`src/pkg/cbi_consts.vh`:
```
// Constants for the clock buffer two-wire configuration port
`ifndef CBI_CONSTS_VH
`define CBI_CONSTS_VH
// ----------------------------------------
// Slave address and register map
// ----------------------------------------
`define CBI_ADDR_UPPER 6'h36
`define CBI_OFS_REF_SEL 4'h0
`define CBI_OFS_BANK_PWR 4'h1
`define CBI_REF_SEL_RESET 8'h00
`define CBI_BANK_PWR_RESET 8'h00
`define CBI_REG_DEPTH 16
// ----------------------------------------
// Field positions, offset 0
// ----------------------------------------
`define CBI_BIT_SWITCHOVER_STYLE 7
`define CBI_BIT_REF_SEL_HI 6
`define CBI_BIT_REF_SEL_LO 5
`define CBI_BIT_SEL_SOURCE 4
`define CBI_BIT_DIV_SYNC 0
// ----------------------------------------
// Field positions, offset 1
// ----------------------------------------
`define CBI_BIT_BANK_A_SUPPLY_HINT 7
`define CBI_BIT_BANK_B_SUPPLY_HINT 6
`define CBI_BIT_BANK_A_GLITCHFREE_DISABLE 5
`define CBI_BIT_BANK_B_GLITCHFREE_DISABLE 4
`define CBI_BIT_BANK_A_POWER_OFF 3
`define CBI_BIT_BANK_B_POWER_OFF 2
`define CBI_BIT_BANK_A_DIVIDER_OFF 1
`define CBI_BIT_BANK_B_DIVIDER_OFF 0
`endif

```
`src/design/cbi_regmem.v`:
```
// Sixteen byte register store with registered read data
`include "cbi_consts.vh"
module cbi_regmem (
  input wire mclk,
  input wire rst_n,
  input wire wr_en,
  input wire [3:0] wr_addr,
  input wire [7:0] wr_data,
  input wire [3:0] rd_addr,
  output reg [7:0] rd_data_ff
);
  reg [7:0] mem [0:15];
  integer i;

  // ----------------------------------------
  // Storage, power-up defaults all zero
  // ----------------------------------------
  always @(posedge mclk)
  begin
    if (!rst_n)
    begin
      for (i = 0; i < `CBI_REG_DEPTH; i = i + 1)
        mem[i] <= 8'h00;
      rd_data_ff <= 8'h00;
    end
    else
    begin
      if (wr_en)
        mem[wr_addr] <= wr_data;
      // Bypass so a read right after a write sees the new byte
      rd_data_ff <= (wr_en && wr_addr == rd_addr) ? wr_data : mem[rd_addr];
    end
  end
endmodule

```
`src/design/cbi_top.v`:
```
// Two-wire slave configuration port with device control outputs
`include "cbi_consts.vh"
module cbi_top (
  input wire mclk,
  input wire rst_n,
  input wire scl_in,
  input wire sda_in,
  output reg sda_out_ff,
  output reg sda_oe_ff,
  input wire address_select_pin,
  input wire ref_select_pin,
  output reg switchover_style_ff,
  output reg div_a_from_input_1_ff,
  output reg div_b_from_input_1_ff,
  output reg dividers_held_ff,
  output reg dividers_realign_ff,
  output reg bank_a_supply_hint_ff,
  output reg bank_b_supply_hint_ff,
  output reg bank_a_glitchfree_disable_ff,
  output reg bank_b_glitchfree_disable_ff,
  output reg bank_a_power_off_ff,
  output reg bank_b_power_off_ff,
  output reg bank_a_divider_off_ff,
  output reg bank_b_divider_off_ff
);
  localparam ST_IDLE = 3'h0;
  localparam ST_ADDR = 3'h1;
  localparam ST_ACK = 3'h2;
  localparam ST_WRX = 3'h3;
  localparam ST_RDX = 3'h4;
  localparam ST_RACK = 3'h5;

  // ----------------------------------------
  // Pin synchronisers
  // ----------------------------------------
  reg [1:0] scl_sync_ff, sda_sync_ff, asel_sync_ff, rsel_sync_ff;
  reg scl_d_ff, sda_d_ff;
  wire scl = scl_sync_ff[1];
  wire sda = sda_sync_ff[1];
  wire scl_rise = scl & ~scl_d_ff;
  wire scl_fall = ~scl & scl_d_ff;
  wire start_cond = scl & scl_d_ff & sda_d_ff & ~sda;
  wire stop_cond = scl & scl_d_ff & ~sda_d_ff & sda;

  always @(posedge mclk)
  begin
    if (!rst_n)
    begin
      scl_sync_ff <= 2'h3;
      sda_sync_ff <= 2'h3;
      asel_sync_ff <= 2'h0;
      rsel_sync_ff <= 2'h0;
      scl_d_ff <= 1'b1;
      sda_d_ff <= 1'b1;
    end
    else
    begin
      scl_sync_ff <= {scl_sync_ff[0], scl_in};
      sda_sync_ff <= {sda_sync_ff[0], sda_in};
      asel_sync_ff <= {asel_sync_ff[0], address_select_pin};
      rsel_sync_ff <= {rsel_sync_ff[0], ref_select_pin};
      scl_d_ff <= scl;
      sda_d_ff <= sda;
    end
  end

  // ----------------------------------------
  // Protocol engine
  // ----------------------------------------
  reg [2:0] state_ff;
  reg [2:0] bitcnt_ff;
  reg [7:0] shift_ff;
  reg [3:0] ptr_ff;
  reg is_read_ff;
  reg have_ofs_ff;
  reg ack_me_ff;
  reg wr_en;
  reg [7:0] ctrl0_ff, ctrl1_ff;
  wire [7:0] rd_data;
  wire [7:0] shifted = {shift_ff[6:0], sda};

  // Pointer advance wraps inside the sixteen byte space
  function [3:0] ptr_inc;
    input [3:0] p;
    begin
      ptr_inc = p + 4'h1;
    end
  endfunction

  always @*
  begin
    wr_en = (state_ff == ST_WRX) && scl_rise && (bitcnt_ff == 3'h7) && have_ofs_ff;
  end

  always @(posedge mclk)
  begin
    if (!rst_n)
    begin
      state_ff <= ST_IDLE;
      bitcnt_ff <= 3'h0;
      shift_ff <= 8'h00;
      ptr_ff <= 4'h0;
      is_read_ff <= 1'b0;
      have_ofs_ff <= 1'b0;
      ack_me_ff <= 1'b0;
      sda_out_ff <= 1'b0;
      sda_oe_ff <= 1'b0;
    end
    else if (stop_cond)
    begin
      // Stop at any bit; half-shifted bytes are simply dropped
      state_ff <= ST_IDLE;
      sda_oe_ff <= 1'b0;
    end
    else if (start_cond)
    begin
      // Start or repeated start; the pointer is kept for plain reads
      state_ff <= ST_ADDR;
      bitcnt_ff <= 3'h0;
      sda_oe_ff <= 1'b0;
    end
    else
    begin
      case (state_ff)
        ST_IDLE:
          sda_oe_ff <= 1'b0;
        ST_ADDR:
          if (scl_rise)
          begin
            shift_ff <= shifted;
            bitcnt_ff <= bitcnt_ff + 3'h1;
            if (bitcnt_ff == 3'h7)
            begin
              // Slave-only match on fixed bits plus strap level
              ack_me_ff <= (shifted[7:1] == {`CBI_ADDR_UPPER, asel_sync_ff[1]});
              is_read_ff <= sda;
              have_ofs_ff <= 1'b0;
              state_ff <= ST_ACK;
            end
          end
        ST_ACK:
          if (scl_fall && !sda_oe_ff && !(is_read_ff && have_ofs_ff))
          begin
            // Drive ack low during the ninth clock; not after a master ack on reads
            if (ack_me_ff)
            begin
              sda_out_ff <= 1'b0;
              sda_oe_ff <= 1'b1;
            end
            else
              state_ff <= ST_IDLE;
          end
          else if (scl_fall)
          begin
            bitcnt_ff <= 3'h0;
            if (is_read_ff)
            begin
              // First data bit goes out right after the ack
              state_ff <= ST_RDX;
              shift_ff <= {rd_data[6:0], 1'b0};
              sda_out_ff <= rd_data[7];
              sda_oe_ff <= ~rd_data[7];
              ptr_ff <= ptr_inc(ptr_ff);
            end
            else
            begin
              state_ff <= ST_WRX;
              sda_oe_ff <= 1'b0;
            end
          end
        ST_WRX:
          if (scl_rise)
          begin
            shift_ff <= shifted;
            bitcnt_ff <= bitcnt_ff + 3'h1;
            if (bitcnt_ff == 3'h7)
            begin
              state_ff <= ST_ACK;
              have_ofs_ff <= 1'b1;
              // Offset byte loads pointer, data bytes advance it
              ptr_ff <= have_ofs_ff ? ptr_inc(ptr_ff) : shifted[3:0];
            end
          end
        ST_RDX:
          if (scl_fall)
          begin
            bitcnt_ff <= bitcnt_ff + 3'h1;
            if (bitcnt_ff == 3'h7)
            begin
              sda_oe_ff <= 1'b0;
              state_ff <= ST_RACK;
            end
            else
            begin
              // Open-drain: enable only to pull low
              sda_out_ff <= 1'b0;
              sda_oe_ff <= ~shift_ff[7];
              shift_ff <= {shift_ff[6:0], 1'b0};
            end
          end
        ST_RACK:
          if (scl_rise)
          begin
            // Master nack ends the block; an ack sends the next byte at once
            state_ff <= sda ? ST_IDLE : ST_ACK;
            ack_me_ff <= 1'b1;
            // On reads this flag marks a master ack, so no extra slave ack clock
            have_ofs_ff <= 1'b1;
          end
        default:
          state_ff <= ST_IDLE;
      endcase
    end
  end

  // ----------------------------------------
  // Register store and device control shadows
  // ----------------------------------------
  // Read address is the pointer, so data are ready before the ack ends
  cbi_regmem u_mem (
    .mclk(mclk),
    .rst_n(rst_n),
    .wr_en(wr_en),
    .wr_addr(ptr_ff),
    .wr_data(shifted),
    .rd_addr(ptr_ff),
    .rd_data_ff(rd_data)
  );

  // Control bytes update on the eighth bit, before stop
  always @(posedge mclk)
  begin
    if (!rst_n)
    begin
      ctrl0_ff <= `CBI_REF_SEL_RESET;
      ctrl1_ff <= `CBI_BANK_PWR_RESET;
    end
    else if (wr_en)
    begin
      if (ptr_ff == `CBI_OFS_REF_SEL)
        ctrl0_ff <= shifted; // reserved bits stored as written
      if (ptr_ff == `CBI_OFS_BANK_PWR)
        ctrl1_ff <= shifted;
    end
  end

  // ----------------------------------------
  // Control outputs
  // ----------------------------------------
  always @(posedge mclk)
  begin
    if (!rst_n)
    begin
      switchover_style_ff <= 1'b0;
      div_a_from_input_1_ff <= 1'b0;
      div_b_from_input_1_ff <= 1'b0;
      dividers_held_ff <= 1'b0;
      dividers_realign_ff <= 1'b0;
      bank_a_supply_hint_ff <= 1'b0;
      bank_b_supply_hint_ff <= 1'b0;
      bank_a_glitchfree_disable_ff <= 1'b0;
      bank_b_glitchfree_disable_ff <= 1'b0;
      bank_a_power_off_ff <= 1'b0;
      bank_b_power_off_ff <= 1'b0;
      bank_a_divider_off_ff <= 1'b0;
      bank_b_divider_off_ff <= 1'b0;
    end
    else
    begin
      switchover_style_ff <= ctrl0_ff[`CBI_BIT_SWITCHOVER_STYLE];
      // Pin drives both dividers unless register selection is on
      div_a_from_input_1_ff <= ctrl0_ff[`CBI_BIT_SEL_SOURCE] ? ctrl0_ff[`CBI_BIT_REF_SEL_LO] : rsel_sync_ff[1];
      div_b_from_input_1_ff <= ctrl0_ff[`CBI_BIT_SEL_SOURCE] ? ctrl0_ff[`CBI_BIT_REF_SEL_HI] : rsel_sync_ff[1];
      dividers_held_ff <= ctrl0_ff[`CBI_BIT_DIV_SYNC];
      // One-cycle pulse on release so both dividers restart together
      dividers_realign_ff <= dividers_held_ff & ~ctrl0_ff[`CBI_BIT_DIV_SYNC];
      bank_a_supply_hint_ff <= ctrl1_ff[`CBI_BIT_BANK_A_SUPPLY_HINT];
      bank_b_supply_hint_ff <= ctrl1_ff[`CBI_BIT_BANK_B_SUPPLY_HINT];
      bank_a_glitchfree_disable_ff <= ctrl1_ff[`CBI_BIT_BANK_A_GLITCHFREE_DISABLE];
      bank_b_glitchfree_disable_ff <= ctrl1_ff[`CBI_BIT_BANK_B_GLITCHFREE_DISABLE];
      bank_a_power_off_ff <= ctrl1_ff[`CBI_BIT_BANK_A_POWER_OFF];
      bank_b_power_off_ff <= ctrl1_ff[`CBI_BIT_BANK_B_POWER_OFF];
      bank_a_divider_off_ff <= ctrl1_ff[`CBI_BIT_BANK_A_DIVIDER_OFF];
      bank_b_divider_off_ff <= ctrl1_ff[`CBI_BIT_BANK_B_DIVIDER_OFF];
    end
  end
endmodule

```
`config.mk`:
```
export PLATFORM = sky130hd
export DESIGN_NAME = cbi_top
export DESIGN_NICKNAME = d
export VERILOG_FILES = /design/src/design/cbi_regmem.v /design/src/design/cbi_top.v
export VERILOG_INCLUDE_DIRS = /design/src /design/src/pkg
export SDC_FILE = /design/constraint.sdc
export NUM_CORES = 1
export LEC_CHECK = 0
export BUFFER_PORTS_ARGS = -buffer_cell sky130_fd_sc_hd__buf_2
export CAP_MARGIN = 20
export CORE_MARGIN = 1
export CORE_UTILIZATION = 38
export DETAILED_ROUTE_END_ITERATION = 7
export GPL_TIMING_DRIVEN = 0
export PLACE_DENSITY = 0.52
export SETUP_SLACK_MARGIN = 0.3
export SLEW_MARGIN = 40
export SYNTH_ARGS = -nofsm -noshare
export SYNTH_HDL_FRONTEND = slang
export SYNTH_HIERARCHICAL = 1
export SYNTH_SLANG_ARGS = --single-unit
```
`constraint.sdc`:
```
create_clock -name mclk -period 4.72 [get_ports mclk]
set_input_delay 0.236 -clock mclk [delete_from_list [all_inputs] [get_ports mclk]]
set_output_delay 0.236 -clock mclk [all_outputs]
set_load 0.01 [all_outputs]
```
Yosys cells after proc, flatten, opt, wreduce, memory -nomap -nowiden

Memory sizes are Yosys's and may differ from the RTL's. A register that Yosys moved wholly into a read port is not among the register bits.
Index checks and enable logic that the tools add are counted.

Register bits after elaboration: 62
Bits in latches: 0
RAM bits: 128
Memory bits (read-only): 0
Output and inout port bits: 15
Memories: 1

Memories:

| name      | depth | bits a word | rd ports | clocked after Yosys merged registers in | wr ports | RTL line        | text |
|---|---|---|---|---|---|---|---|
| u_mem.mem | 16    | 8           | 1        | 1                                       | 16       | cbi_regmem.v:12 | `reg [7:0] mem [0:15];` |

Add/sub/neg operators: 2
Multiply operators: 0
Divide/modulo/power cells: 0
Order comparisons: 0
Equal/unequal tests: 35
Shifts and indexed selects: 0
Muxes and demuxes: 64
Bitwise operators: 19
Reduce and logical (&&, ||, !) cells: 34

Operator list:

| kind                                                   | number |
|---|---|
| two-way mux 8 bit                                      | 7 |
| two-way mux 3 bit                                      | 14 |
| AND reduction 8 bit                                    | 5 |
| two-way mux 4 bit                                      | 7 |
| two-way mux 1 bit                                      | 27 |
| inequality test 3 bit (second input constant)          | 9 |
| case mux 8 bit (3 select lines)                        | 1 |
| inequality test 2 bit (second input constant)          | 11 |
| case mux 3 bit (5 select lines)                        | 1 |
| AND reduction 6 bit                                    | 2 |
| inverter 1 bit                                         | 11 |
| equality test 3 bit (second input constant)            | 3 |
| case mux 3 bit (3 select lines)                        | 1 |
| AND reduction 9 bit                                    | 1 |
| nonzero test 3 bit                                     | 3 |
| AND 1 bit                                              | 8 |
| inequality test 4 bit (second input constant)          | 2 |
| case mux 4 bit (2 select lines)                        | 1 |
| OR reduction 8 bit                                     | 1 |
| equality test 7 bit                                    | 1 |
| equality test 3 x 2 -> 1 bit (second input constant)   | 2 |
| logical AND 1 bit                                      | 6 |
| inequality test 2 x 1 -> 1 bit (second input constant) | 3 |
| inequality test 3 x 1 -> 1 bit (second input constant) | 2 |
| 17 further kinds                                       | 25 |

Depth between registers and ports, before layout

Word-level depth: 10
Gate-level depth with buffers: 9

By module

The synthesis kept the hierarchy.

Modules (own cells, without submodules):

| module     | times used | cells each | area an instance (um2) | seq. area each (um2) |
|---|---|---|---|---|
| cbi_regmem | 1          | 404        | 6221.0                 | 4003.8 |
| cbi_top    | 1          | 311        | 2781.4                 | 1181.1 |

Worst setup path after synthesis

OpenSTA, ideal clock, no wires.

Path kind: register to register
Start: register bitcnt_ff[0]
End: memory u_mem.mem[1][0] (enable)
Library setup time: 384 ps
Arrival: 2176 ps
Slack: 2160 ps
Stages on the path, launching flop included: 9
Buffers on the path: 1
Period minus slack after synthesis: 2560 ps
Path through: dfxtp_1 -> ha_1 -> ha_1 -> nand3_1 -> nor2_1 -> nand2_1 -> or3_1 -> clkbuf_1 -> o21ai_0

RTL lines:

| item                   | RTL line        | text |
|---|---|---|
| start, declared        | cbi_top.v:71    | `reg [2:0] bitcnt_ff;` |
| start signal, assigned | cbi_top.v:131   | `bitcnt_ff <= bitcnt_ff + 3'h1;` |
| start signal, assigned | cbi_top.v:175   | `bitcnt_ff <= bitcnt_ff + 3'h1;` |
| start signal, assigned | cbi_top.v:187   | `bitcnt_ff <= bitcnt_ff + 3'h1;` |
| end, declared          | cbi_regmem.v:12 |  |

==> summary.md <==
| Metric | Value |
|---|---|
| CP cell instances | `buf_2, nand3_1, nor2_1, nand4_1, nor3_2, nand2b_1` |
| Buffers on Ports | `20` |
| Min-Delay Startpoint | `scl_sync_ff[0]` |
| Slew Limit Fails | `0` |
| Slowest-stage cell, CP | `nor3_2` |
| VDD IR max | `0.000199 V` |
| Dominant synthesized flop cell | `edfxtp_1` |
| Final hold vios | `0` |
| Placed Area | `9490 µm²` |
| Adder-cell share of the synthesized area | `0.834%` |
| P_leak | `3.70 nW` |
| Synth Area in Simple Gates | `19.6%` |
| Run status | `complete, no violations` |
| Max-cap violations | `0` |
| Vias | `5774` |
| Post-cts repair resize count | `0` |
| Worst r2r src | `state_ff[1]` |
| Critical Path Start | `state_ff[1]` |
| Post-route cell area | `10200 µm²` |
| Area delta synth->final | `13.2%` |
| Reg2Reg Depth | `6` |
| Core footprint | `22900 µm²` |
| Async S/R FF share, synth | `0%` |
| Initial drt markers | `401` |
| Num rows | `55` |
| Share of layout cells above drive strength 1 | `14.5%` |
| Dpl cells | `1048` |
| Setup crit start kind | `register` |
| Net count of the mapped netlist | `727` |
| Synth Area in XOR/XNOR | `0.584%` |
| Max clock buf depth | `2` |
| Synth unique cells | `64` |
| CTS Buf Count | `17` |
| Flop2flop setup slack | `1.60 ns` |
| Pwr Total | `0.00346 W` |
| Fmax | `320 MHz` |
| Register area share after synthesis | `57.6%` |
| Flops & latches, synth | `195` |
| Crit end category | `register` |
| Clk_lat worst skew | `0.44 ns` |
| Worst Path Arrival | `3.19 ns` |
| Overflow left after global routing | `0` |
| Sink Count | `195` |
| Max stage delay on crit path | `0.56 ns` |
| Chip height | `156 µm` |
| Setup tns final | `0 ns` |
| Reg area | `5180 µm²` |
| Combinational family with the most area after synthesis | `simple AND/OR/NAND/NOR gates` |
| Family with the most delay on the worst path | `simple AND/OR/NAND/NOR gates` |
| Type of the worst min-delay path | `reg2reg` |
| IO Pins | `21` |
| Levels on crit path | `6` |
| Drt drc | `0` |
| Syn Inst Count | `715` |
| First-pass detailed-route iteration total | `5` |
| Worst-path clk slew | `0.08 ns` |
| Multi-input gate area | `3610 µm²` |
| Vias per Instance | `5.32` |
| Initial Utilization | `39.3%` |
| Skew final | `0.0170 ns` |
| Avg Inst Size Synth | `12.6 µm²` |
| Clock root buffer | `clkbuf_16` |
| CTS HTree Levels | `4` |
| Post-layout util | `44.5%` |
| Relative slew slack | `45.9%` |
| Initial antenna violation count | `0` |
| GPL Wtd Cong | `0.848` |
| Hold Path Cell Cnt | `1` |
| Worst Path Required | `4.79 ns` |
| RSZ-0062 raised after global routing | `false` |
| NumNets Final | `770` |
| Die area | `24300 µm²` |
| Commonest non-fill, non-tap cell in the layout | `and2_1` |
| Number of synthesized flops with an enable pin | `128` |
| WL/cell | `20.2 µm` |
| Vias in the first global route | `5999` |
| Post-synthesis mux area share | `9.85%` |
| Cell Count, Final, Fillers Out | `1086` |
| Most frequent cells in the layout | `and2_1 (145), edfxtp_1 (128), dfxtp_1 (67)` |
| Final period util | `66.1%` |
| Gr usage total | `19.5%` |
| Mapped cell area | `9000 µm²` |
| First-pass GRT wire length | `34.7 mm` |
| Fillers | `2057` |
| Yosys warning count | `6` |
| Critical path type | `reg2reg` |
| Antenna-violating nets left | `0` |
| Total Wirelength | `21.9 mm` |
| Maximum number of pins on one net before global-route repair | `21` |
| Pwr per Cell Area | `340 nW/µm²` |
| Worst-Margin Slew | `0.806 ns` |
| Compound-Gate Fraction of Synth Area | `8.66%` |
| CTS tree | `built` |
| Period minus WS final | `3.12 ns` |
| DIE WIDTH | `156 µm` |
| # setup viols final | `0` |
| CP max FO | `10` |
| Buf+Inv Stages, Crit Path | `1` |
| Post-DP HPWL | `15.4 mm` |
==> synth_stat cells (2+ instances only) <==
cell type	count	area [µm²]
and2_1	145	907
edfxtp_1	128	3840
dfxtp_1	67	1340
nand2_1	57	214
clkbuf_1	25	93.8
nor2_1	25	93.8
o21ai_0	24	120
mux4_2	20	450
nand2b_1	18	113
nand3_1	17	85.1
a22oi_1	16	120
a21boi_0	15	113
buf_2	14	70.1
mux4_1	12	315
mux2i_1	11	110
nor2b_1	11	68.8
o211a_1	9	90.1
a22o_1	8	70.1
a21oi_1	7	35.0
nor3_1	7	35.0
ha_1	6	75.1
a211oi_1	5	37.5
inv_1	4	15.0
nand4_1	4	25.0
nand4b_1	4	35.0
xor2_1	4	35.0
nor3b_1	3	22.5
nor4bb_1	3	30.0
o211ai_1	3	22.5
a21boi_1	2	15.0
buf_1	2	7.51
buf_8	2	30.0
o31a_1	2	17.5
o31ai_1	2	15.0
or3_1	2	12.5
or3b_1	2	17.5
xnor2_1	2	17.5
==> metrics by stage <==
| step | hold WS (ns) | setup WS (ns) |
|---|---|---|
| 2_1_floorplan | 0.337 | 2.16 |
| 3_3_place_gp | 0.405 | 1.43 |
| 3_5_place_dp | 0.397 | 1.40 |
| 4_1_cts | 0.427 | 1.38 |
| 5_1_grt | 0.449 | 1.32 |
| 6_report | 0.422 | 1.60 |
==> cell type report <==
cell class | count | share of cell area (%)
Tap cell | 313 | 3.84
Timing Repair Buffer | 24 | 1.37
Clock buffer | 18 | 4.42
Buffer | 46 | 2.36
Sequential cell | 195 | 50.9
Multi-Input combinational cell | 470 | 35.4
Antenna cell | 2 | 0.0491
Inverter | 4 | 0.147
Clock inverter | 14 | 1.55
==> report_power, final <==
part,internal (W),switching (W)
Combinational,0.0000455,0.0000715
Sequential,0.00188,0.0000231
Clock,0.000742,0.000706
==> per-layer routing <==
layer | vias to the layer above | global-route usage (%) | part of all wire [%] | routed length [µm]
met5 | - | 0 | 0 | 0
met4 | 0 | 5.93 | 1.9 | 424
met3 | 24 | 3.53 | 4.1 | 894
met2 | 130 | 32.1 | 48 | 10600
met1 | 2904 | 26.1 | 46 | 10000
li1 | 2716 | - | - | -
==> what timing repair did <==
action / in CTS / in global routing
hold endpoints to repair: 4 / 0
setup buffers: 0 / 0
hold buffers: 4 / 0
==> path summary, 6_finish.rpt <==
| kind | to |
|---|---|
| max reg2reg | u_mem/mem[12][7] |
| max | u_mem/mem[12][7] |
| min | scl_sync_ff[1] |
| min reg2reg | scl_sync_ff[1] |
==> cells by family after synthesis <==
group	count (synthesis)
xor gates and xnor gates	6
adders and majority gates	6
and+or+nand+nor	309
AOI/OAI and AO/OA	105
muxes	44
DFF	195
buffers and inverters	50
==> flip-flops by register name (all words and copies together), names as in the netlist, 2 cells and up <==
register and cells:
u_mem/mem 128, ctrl1_ff 8, shift_ff 8, u_mem/rd_data_ff 8
ctrl0_ff 5, ptr_ff 4, bitcnt_ff 3, state_ff 3
asel_sync_ff 2, rsel_sync_ff 2, scl_sync_ff 2, sda_sync_ff 2
No activity file was read; power rests on OpenSTA's default activity.
